File: src/hdl/tws_status_map.vh
// register offsets, field positions and reset values of the status-flag block
// assumes a byte-addressed 32-bit avalon-mm slave with a 4-bit address and word offsets 0, 4 and 8
`ifndef TWS_STATUS_MAP_VH
`define TWS_STATUS_MAP_VH

`define TWS_ADDR_W          4
`define TWS_OFF_STATUS      4'h0
`define TWS_OFF_RXHOLD      4'h4
`define TWS_OFF_TXHOLD      4'h8

`define TWS_BIT_TXFULL      0
`define TWS_BIT_RXFULL      1
`define TWS_BIT_DIR         2
`define TWS_BIT_START       3
`define TWS_BIT_STOP        4
`define TWS_BIT_OVF         6
`define TWS_BIT_WCOL        7

`define TWS_FLAG_RST        1'b0
`define TWS_WAIT_RST        1'b1
`define TWS_BYTE_RST        8'h00
`define TWS_WORD_ZERO       32'h00000000

`endif

File: src/hdl/tws_status.v
// status flags of a two-wire serial bus module with avalon-mm register slave
// assumes bus sequencing logic on clk_i delivers one-cycle event pulses,
// so the event inputs share the clock and pass no synchroniser
`timescale 1ns/1ps
`default_nettype none
`include "tws_status_map.vh"

module tws_status
#(
	parameter DATA_W = 8
)
(
	input  wire              clk_i,
	input  wire              rst_n_i,
	input  wire              clk_en_i,
	input  wire [3:0]        avs_address_i,
	input  wire              avs_read_i,
	input  wire              avs_write_i,
	input  wire [31:0]       avs_writedata_i,
	input  wire [3:0]        avs_byteenable_i,
	output reg  [31:0]       avs_readdata_o,
	output reg               avs_waitrequest_o,
	input  wire              start_det_i,
	input  wire              stop_det_i,
	input  wire              addr_rcvd_i,
	input  wire              addr_rw_i,
	input  wire              byte_rcvd_i,
	input  wire [DATA_W-1:0] rx_byte_i,
	input  wire              tx_done_i,
	input  wire              busy_i,
	output reg  [DATA_W-1:0] tx_byte_o,
	output reg               tx_load_o
);

	reg              stop_seen;
	reg              start_seen;
	reg              direction;
	reg              receive_full;
	reg              transmit_full;
	reg              receive_overflow;
	reg              write_collision;
	reg [DATA_W-1:0] rx_hold;
	reg              ack_done;

	// a request is taken once; ack_done masks the cycle in which it is answered
	wire acc      = (avs_read_i | avs_write_i) & ~ack_done;
	wire rd_rx    = acc & avs_read_i & (avs_address_i == `TWS_OFF_RXHOLD);
	wire wr_stat  = acc & avs_write_i & (avs_address_i == `TWS_OFF_STATUS)
	                & avs_byteenable_i[0];
	wire wr_tx    = acc & avs_write_i & (avs_address_i == `TWS_OFF_TXHOLD)
	                & avs_byteenable_i[0];
	wire tx_block = busy_i | transmit_full;
	wire [7:0] clr = avs_writedata_i[7:0];

	// software clear strobes; only the two sticky error flags are writable
	wire clr_ovf  = wr_stat & clr[`TWS_BIT_OVF];
	wire clr_wcol = wr_stat & clr[`TWS_BIT_WCOL];

	// receive path: load when empty, or when software drains it in the same cycle
	wire rx_load  = byte_rcvd_i & (~receive_full | rd_rx);
	// a byte that finds the holding register still full is lost
	wire rx_lost  = byte_rcvd_i & receive_full & ~rd_rx;

	// transmit path: accept only when the module is idle and the register empty
	wire tx_take  = wr_tx & ~tx_block;
	// a write that finds the module busy is dropped and reported
	wire tx_coll  = wr_tx & tx_block;

	reg  [31:0] stat_word;
	reg  [31:0] next_rdata;

	// status word built at the mapped field positions,
	// every bit not listed here reads zero
	always @*
	begin
		stat_word                  = `TWS_WORD_ZERO;
		stat_word[`TWS_BIT_TXFULL] = transmit_full;
		stat_word[`TWS_BIT_RXFULL] = receive_full;
		stat_word[`TWS_BIT_DIR]    = direction;
		stat_word[`TWS_BIT_START]  = start_seen;
		stat_word[`TWS_BIT_STOP]   = stop_seen;
		stat_word[`TWS_BIT_OVF]    = receive_overflow;
		stat_word[`TWS_BIT_WCOL]   = write_collision;
	end

	// read data mux; unmapped offsets and the transmit register read zero,
	// readdata is registered, so a read shows flags as of the taking edge
	always @*
	begin
		next_rdata = `TWS_WORD_ZERO;
		case (avs_address_i)
			`TWS_OFF_STATUS: next_rdata = stat_word;
			`TWS_OFF_RXHOLD: next_rdata[DATA_W-1:0] = rx_hold;
			default:         next_rdata = `TWS_WORD_ZERO;
		endcase
	end

	// bus handshake: a request is taken on the first edge it is seen,
	// waitrequest drops for one cycle after it and readdata stands with it;
	// ack_done keeps the still-held request from being taken twice
	always @(posedge clk_i or negedge rst_n_i)
	begin
		if (!rst_n_i)
		begin
			avs_waitrequest_o <= `TWS_WAIT_RST;
			avs_readdata_o    <= `TWS_WORD_ZERO;
			ack_done          <= `TWS_FLAG_RST;
		end
		else if (clk_en_i)
		begin
			if (acc)
			begin
				avs_waitrequest_o <= 1'b0;
				avs_readdata_o    <= next_rdata;
				ack_done          <= 1'b1;
			end
			else
			begin
				avs_waitrequest_o <= 1'b1;
				ack_done          <= 1'b0;
			end
		end
	end

	// bus condition and direction flags, hardware only;
	// stop wins when both conditions pulse in one cycle,
	// so the two condition flags are never set together;
	// direction moves only on a received address byte
	always @(posedge clk_i or negedge rst_n_i)
	begin
		if (!rst_n_i)
		begin
			stop_seen  <= `TWS_FLAG_RST;
			start_seen <= `TWS_FLAG_RST;
			direction  <= `TWS_FLAG_RST;
		end
		else if (clk_en_i)
		begin
			if (stop_det_i)
			begin
				stop_seen  <= 1'b1;
				start_seen <= 1'b0;
			end
			else if (start_det_i)
			begin
				stop_seen  <= 1'b0;
				start_seen <= 1'b1;
			end
			if (addr_rcvd_i)
				direction <= addr_rw_i;
		end
	end

	// receive holding register, full and overflow flags;
	// the overflow set beats a software clear in the same cycle,
	// and the held byte is never overwritten while it is unread
	always @(posedge clk_i or negedge rst_n_i)
	begin
		if (!rst_n_i)
		begin
			rx_hold          <= {DATA_W{1'b0}};
			receive_full     <= `TWS_FLAG_RST;
			receive_overflow <= `TWS_FLAG_RST;
		end
		else if (clk_en_i)
		begin
			if (rx_lost)
				receive_overflow <= 1'b1;
			else if (clr_ovf)
				receive_overflow <= 1'b0;
			if (rx_load)
			begin
				rx_hold      <= rx_byte_i;
				receive_full <= 1'b1;
			end
			else if (rd_rx)
				receive_full <= 1'b0;
		end
	end

	// transmit holding register, full and collision flags;
	// the collision set beats a software clear in the same cycle,
	// and tx_load_o is a one-cycle strobe to the shifter
	always @(posedge clk_i or negedge rst_n_i)
	begin
		if (!rst_n_i)
		begin
			tx_byte_o       <= {DATA_W{1'b0}};
			tx_load_o       <= `TWS_FLAG_RST;
			transmit_full   <= `TWS_FLAG_RST;
			write_collision <= `TWS_FLAG_RST;
		end
		else if (clk_en_i)
		begin
			tx_load_o <= 1'b0;
			if (tx_coll)
				write_collision <= 1'b1;
			else if (clr_wcol)
				write_collision <= 1'b0;
			if (tx_take)
			begin
				tx_byte_o     <= avs_writedata_i[DATA_W-1:0];
				tx_load_o     <= 1'b1;
				transmit_full <= 1'b1;
			end
			else if (tx_done_i)
				transmit_full <= 1'b0;
		end
	end
endmodule // tws_status
`default_nettype wire

File: config.mk
export PLATFORM = sky130hd
export DESIGN_NAME = tws_status
export DESIGN_NICKNAME = d
export VERILOG_FILES = /design/src/hdl/tws_status.v
export VERILOG_INCLUDE_DIRS = /design/src /design/src/hdl
export SDC_FILE = /design/constraint.sdc
export NUM_CORES = 1
export LEC_CHECK = 0
export BUFFER_PORTS_ARGS = -buffer_cell sky130_fd_sc_hd__buf_4
export CORE_AREA = 2 2 66 68
export CTS_BUF_LIST = sky130_fd_sc_hd__clkbuf_4 sky130_fd_sc_hd__clkbuf_8 sky130_fd_sc_hd__clkbuf_16
export CTS_CLUSTER_DIAMETER = 120
export DETAILED_ROUTE_END_ITERATION = 8
export DIE_AREA = 0 0 68 70
export GPL_TIMING_DRIVEN = 0
export PLACE_DENSITY = 0.87
export SETUP_SLACK_MARGIN = 0.02
export SKIP_CTS_REPAIR_TIMING = 1
export SLEW_MARGIN = 20
export SYNTH_ARGS = -nofsm -noshare
export SYNTH_HDL_FRONTEND = slang
export SYNTH_SLANG_ARGS = --single-unit
File: constraint.sdc
create_clock -name clk_i -period 2 [get_ports clk_i]
set_input_delay 0.2 -clock clk_i [delete_from_list [all_inputs] [get_ports clk_i]]
set_output_delay 0.2 -clock clk_i [all_outputs]
set_load 0.02 [all_outputs]
==> summary.md, run 1 <==
| Metric | Value |
|---|---|
| Status | `completed` |
| # IOs | `roughly 100` |
| # rows | `24` |
| Clk_skew | `approximately 0.007 ns` |
| Fin util | `a little over half` |
| Share of cells above drive strength 1 | `a little under half` |
| Worst-Margin Slew | `roughly 0.8 ns` |
| Overflow after GRT | `0` |
| First-pass GRT wire length | `between 5000 and 6000 um` |
| Power Density | `approximately 770 nW/um^2` |
| Total Routing Usage GR | `between 10% and 20%` |
| Pleak | `approximately 1.2 nW` |
| Synth Cell Area | `1629 um^2` |
| Unrepaired setup endpoints after global routing | `false` |
| Fillers | `roughly 380` |
| Syn Inst Count | `about 140` |
| Critical path endpoint category | `flip-flop` |
| DRT antenna net count | `0` |
| Die area | `approximately 4800 um^2` |
| Register area share after synthesis | `a little over half` |
| Synth-to-Final Area Change | `38.79%` |
| Syn avg cell area | `11.98 um^2` |
| Routability congestion estimate | `0.7158` |
| Residual DRC | `0` |
| Main flop type after synthesis | `dfrtp_1` |
| Top Registers | `avs_readdata_o (8), rx_hold (8), tx_byte_o (8)` |
| Overall routed net length | `3250 um` |
| WHS | `slightly below 0.1 ns` |
| Vias in the first global route | `about 1100` |
| Multi-input logic area | `roughly 650 um^2` |
| Async set-or-reset flop fraction in the synthesized netlist | `100.0%` |
| Crit-path cells | `nand4b_1 > o32ai_4 > mux2_2` |
| Vias per inst | `approximately 4.5` |
| Final nets | `approximately 280` |
| Setup TNS | `0 ns` |
| Number of synthesized flops with an enable pin | `0` |
| Longest Clk Path Bufs | `2` |
| Critical path type | `flip-flop to flip-flop` |
| Netlist cell types | `29` |
| Relative slew margins | `46.09%` |
| Skew-Pair Late Insertion Delay | `around 0.28 ns` |
| Synth warn | `0` |
| Period utilization | `between 80% and 90%` |
| WP data arrival | `1.86 ns` |
| CTS Buf Count | `5` |
| Final Max Slew Viols | `0` |
| Most common cell after layout, fill and taps aside | `buf_4` |
| Most frequent cells in the layout | `74 x buf_4, 33 x dfrtp_1, 24 x conb_1` |
| Synth Register Bits | `34` |
| Fmax | `0.5920 GHz` |
| Avg WL per Cell | `about 12 um` |
| Fin crit period | `~1.7 ns` |
| FF/Latch Area | `roughly 850 um^2` |
| Slowest stage delay, CP | `between 0.4 and 0.5 ns` |
| Ant diodes | `0` |
| 1st-pass router iterations | `4` |
| Std-Cell Core Area | `around 4100 um^2` |
| Worst EP required | `around 2.2 ns` |
| Slowest-stage cell, CP | `o32ai_4` |
| Root buffer cell | `clkbuf_8` |
| CTS H-Tree Depth | `2` |
| Clock slew at reported path FFs | `~0.07 ns` |
| Post-DP HPWL | `about 2400 um` |
| Final setup violation count | `0` |
| Peak supply drop | `between 0.4 and 0.5 mV` |
| Critical-path maximum fanout | `8` |
| First DRT Iteration DRCs | `between 50 and 60` |
| Die Wd | `68 um` |
| Placed instance count | `approximately 260` |
| Port Buffers | `50` |
| Crit start category | `flip-flop` |
| CTS tree | `built` |
| Layout Cells excl Fill | `between 200 and 300` |
| Clock Sinks | `34` |
| Largest net degree at the start of global routing | `35` |
| Final Hold Vio Count | `0` |
| Initial core utilization | `39.31%` |
| Die Y | `70 um` |
| Via count | `about 1200` |
| Antenna violations before repair | `0` |
| # Max-Cap Violations | `0` |
| Worst hold path type | `input port to flip-flop` |
==> logic make-up (layout without fill, tap and decap cells) <==
group                  after synthesis  in the layout  share of synthesized area, %
AOI/OAI and AO/OA                   21             21                         10.45
buffers and inverters               33             92                         13.21
DFF                                 34             34                         52.30
muxes                               25             25                         16.74
other                                1             24                        0.2302
and+or+nand+nor                     22             22                         7.067
==> cell type report <==
cell class              count  area share (%)
repair buffers             51           17.04
inverters                   5          0.8301
multi-input cells          92           28.67
plain buffers              28           8.688
clock buffers               7           3.985
flip-flops and latches     34           37.69
clock inverters             1          0.2214
well taps                  52           2.878
==> metal layers <==
metal | share of wire [%] | wire length (um) | GRT usage, % | vias to the layer above
met5 | 0 | 0 | 0 | -
met4 | 1.9 | 63 | 6.667 | 0
met3 | 7.8 | 254 | 3.865 | 8
met2 | 49 | 1585 | 22.55 | 47
met1 | 41 | 1346 | 19.30 | 569
li1 | - | - | - | 590
==> worst max-delay path, delay by kind of cell, from the launching register on <==
kind	cells	cell delay (ns)
AO/OA/AOI/OAI	1	0.49
flip-flops	1	0.42
multiplexers	1	0.40
AND/OR/NAND/NOR	1	0.27
==> worst paths after layout <==
check,startpoint,to,slack [ns],depth (start not counted)
hold reg to reg,rx_hold[3],rx_hold[3],0.50,1
setup reg to reg,ack_done,rx_hold[7],0.31,3
min in group asynchronous,rst_n_i,rx_hold[1],0.39,2
hold / removal,stop_det_i,start_seen,0.1,2
setup / recovery,ack_done,rx_hold[7],0.31,3
max in group asynchronous,rst_n_i,avs_waitrequest_o,1.27,2
==> metrics by stage <==
stage	power, mW	instance area (um^2)	worst slack (ns)
global route	1.819	2261	0.1354
CTS	1.754	2251	0.3078
finish	1.730	2261	0.3107
global placement	1.206	2156	0.1159
detailed placement	1.220	2156	0.1217
floorplan	1.078	1715	0.4070
==> cells in the mapped netlist, types with 2 or more instances <==
library cell  number  area (um^2)
inv_1              5        18.77
mux2_2            18        202.7
buf_4             24        180.2
nand2_1            8        30.03
nor2_1             4        15.01
dfrtp_1           33        825.8
mux2i_1            7        70.07
o41ai_1            2        17.52
o21ai_0            5        25.02
nand3_1            2        10.01
o2bb2ai_1          7        61.31
clkbuf_1           2        7.510
nand4b_1           2        17.52
a21oi_1            2        10.01
==> power by group <==
part           switching (mW)  internal [mW]  total [mW]  leakage [nW]
combinational           0.172          0.195       0.367         0.691
sequential             0.0520          0.785       0.837         0.435
clock                   0.235          0.291       0.526        0.0517
total                   0.459           1.27        1.73          1.18
Power figures use the tool's default switching activity.
==> run 2, diff against run 1 <==
==> constraint.sdc (replaced) <==
create_clock -name clk_i -period 1.59 [get_ports clk_i]
set_input_delay 0.159 -clock clk_i [delete_from_list [all_inputs] [get_ports clk_i]]
set_output_delay 0.159 -clock clk_i [all_outputs]
set_load 0.02 [all_outputs]
==> run 2 against run 1 <==
Compared with the run above: the run now ends with setup timing left; sequential power increased by 25%; largest power group unchanged; critical path type unchanged; final area up 1.5%; sequential share of layout area fell by 0.55 points; via count is 2.0% higher; critical path depth increased by 1; final cell count up 1.5%; worst setup slack got worse by 0.38 ns; largest cell class unchanged; wire length rose by 2.1%; sequential cell count stayed put; total power rose by 26%; fmax grew 1.6%; combinational power is 27% higher.
==> summary.md, run 2 (synthesized netlist as in run 1, its figures left out) <==
| Metric | Value |
|---|---|
| Longest Clk Path Bufs | `2` |
| Residual DRC | `0` |
| Die area | `between 4000 and 5000 um^2` |
| Worst hold path type | `input port to flip-flop` |
| Fin util | `55.37%` |
| Via count | `~1200` |
| Top Registers | `avs_readdata_o (8), rx_hold (8), tx_byte_o (8)` |
| Crit-path cells | `nand4b_1 > o32ai_4 > buf_4 > mux2_2` |
| Critical path buffer and inverter count | `1` |
| Share of cells above drive strength 1 | `48.65%` |
| Fmax | `between 0.6 and 0.7 GHz` |
| Antenna violations before repair | `0` |
| Total Routing Usage GR | `roughly 15%` |
| WP data arrival | `about 1.8 ns` |
| Status | `complete, but fails checks` |
| R2r setup slk | `-0.07 ns` |
| Clock slew at reported path FFs | `roughly 0.070 ns` |
| Std-Cell Core Area | `4144 um^2` |
| Total power | `approximately 2.2 mW` |
| Period utilization | `104.6%` |
| Net Switching | `approximately 0.58 mW` |
| Largest net degree at the start of global routing | `35` |
| Synth-to-Final Area Change | `40.86%` |
| Sw Ratio | `26.58%` |
| Seq pwr share | `around 48%` |
| Final setup violation count | `8` |
| # IOs | `just over 100` |
| DRT antenna net count | `0` |
| Root buffer cell | `clkbuf_8` |
| Fin crit period | `~1.7 ns` |
| CTS Buf Count | `5` |
| Die Wd | `around 68 um` |
| Combinational group share of total power | `around a fifth` |
| Peak supply drop | `between 0.5 and 0.6 mV` |
| Critical path type | `flip-flop to flip-flop` |
| Vias per inst | `approximately 4.5` |
| Final nets | `around 280` |
| Power Density | `approximately 950 nW/um^2` |
| Clk_skew | `between 0.006 and 0.007 ns` |
| Overall routed net length | `3318 um` |
| Slowest-stage cell, CP | `dfrtp_1` |
| Ant diodes | `0` |
| Slowest stage delay, CP | `roughly 0.42 ns` |
| Critical-path maximum fanout | `5` |
| Unrepaired setup endpoints after global routing | `true` |
| Failing checks | `setup timing` |
| Pleak | `~1.2 nW` |
| Final setup margin | `-0.07275 ns` |
| 1st-pass router iterations | `4` |
| # rows | `24` |
| Avg WL per Cell | `~12 um` |
| Crit-path leading delay family | `flip-flops` |
| Most common cell after layout, fill and taps aside | `buf_4` |
| Clock Sinks | `34` |
| Final Max Slew Viols | `0` |
| First-pass GRT wire length | `~5200 um` |
| # Max-Cap Violations | `0` |
| Overflow after GRT | `0` |
| First DRT Iteration DRCs | `between 60 and 70` |
| Routability congestion estimate | `around 0.72` |
| Vias in the first global route | `between 1000 and 1500` |
| Relative slew margins | `59.00%` |
| Final Hold Vio Count | `0` |
| Crit start category | `flip-flop` |
| Clock share of power | `between 30% and 40%` |
| Most frequent cells in the layout | `78 x buf_4, 33 x dfrtp_1, 24 x conb_1` |
| Critical path endpoint category | `flip-flop` |
| Port Buffers | `50` |
| Die Y | `around 70 um` |
| Worst-Margin Slew | `approximately 0.62 ns` |
| Pint | `roughly 1.6 mW` |
| CTS tree | `built` |
| Worst EP required | `around 1.8 ns` |
| Skew-Pair Late Insertion Delay | `0.28 ns` |
| CTS H-Tree Depth | `2` |
| Initial core utilization | `between 30% and 40%` |
| Post-DP HPWL | `about 2400 um` |
==> run 2: worst paths after layout <==
check,from,endpoint,cells past startpoint
worst max-delay path,ack_done,rx_hold[7],4
worst min-delay path,stop_det_i,start_seen,2
worst max register to register,ack_done,rx_hold[7],4
worst min register to register,rx_hold[3],rx_hold[3],1
max in group asynchronous,rst_n_i,avs_waitrequest_o,2
min in group asynchronous,rst_n_i,rx_hold[1],2
==> run 2: metal layers <==
metal | vias to the layer above | global-route usage [%] | share of wire, %
met5 | - | 0 | 0
met4 | 0 | 6.667 | 1.9
met3 | 8 | 3.865 | 7.8
met2 | 49 | 22.55 | 49
met1 | 577 | 19.30 | 41
li1 | 604 | - | -
==> run 2: power by group through the flow <==
stage,Sequential [mW],Combinational (mW),Clock [mW]
after CTS,1.05,0.465,0.687
final,1.05,0.467,0.661
after global placement,1.06,0.454,0
after detailed placement,1.07,0.465,0
after floorplan,1.09,0.264,0
after global routing,1.07,0.510,0.714
==> run 2: area by class of cell <==
cell class / count / area, um^2
Clock buffer: 7 / 90.09
Tap cell: 52 / 65.06
Multi-Input combinational cell: 92 / 651.9
Clock inverter: 1 / 5.005
Timing Repair Buffer: 55 / 415.4
Buffer: 28 / 196.4
Inverter: 5 / 18.77
Fill cell: 370 / 1849
Sequential cell: 34 / 852.1
==> run 2: through the flow <==
| stage | TNS [ns] | hold WS [ns] | instances | instance area, um^2 | setup slack [ns] |
|---|---|---|---|---|---|
| after CTS | -1.184 | -0.1802 | 269 | 2251 | -0.1022 |
| final | -0.4728 | 0.05748 | 274 | 2295 | -0.07275 |
| after detailed placement | -2.505 | 0.1336 | 261 | 2156 | -0.2473 |
| after global routing | -0.9602 | 0.05196 | 274 | 2295 | -0.1127 |
| after floorplan | 0 | -0.1366 | 159 | 1715 | 0.03802 |
| after global placement | -2.273 | 0.1269 | 261 | 2156 | -0.2531 |
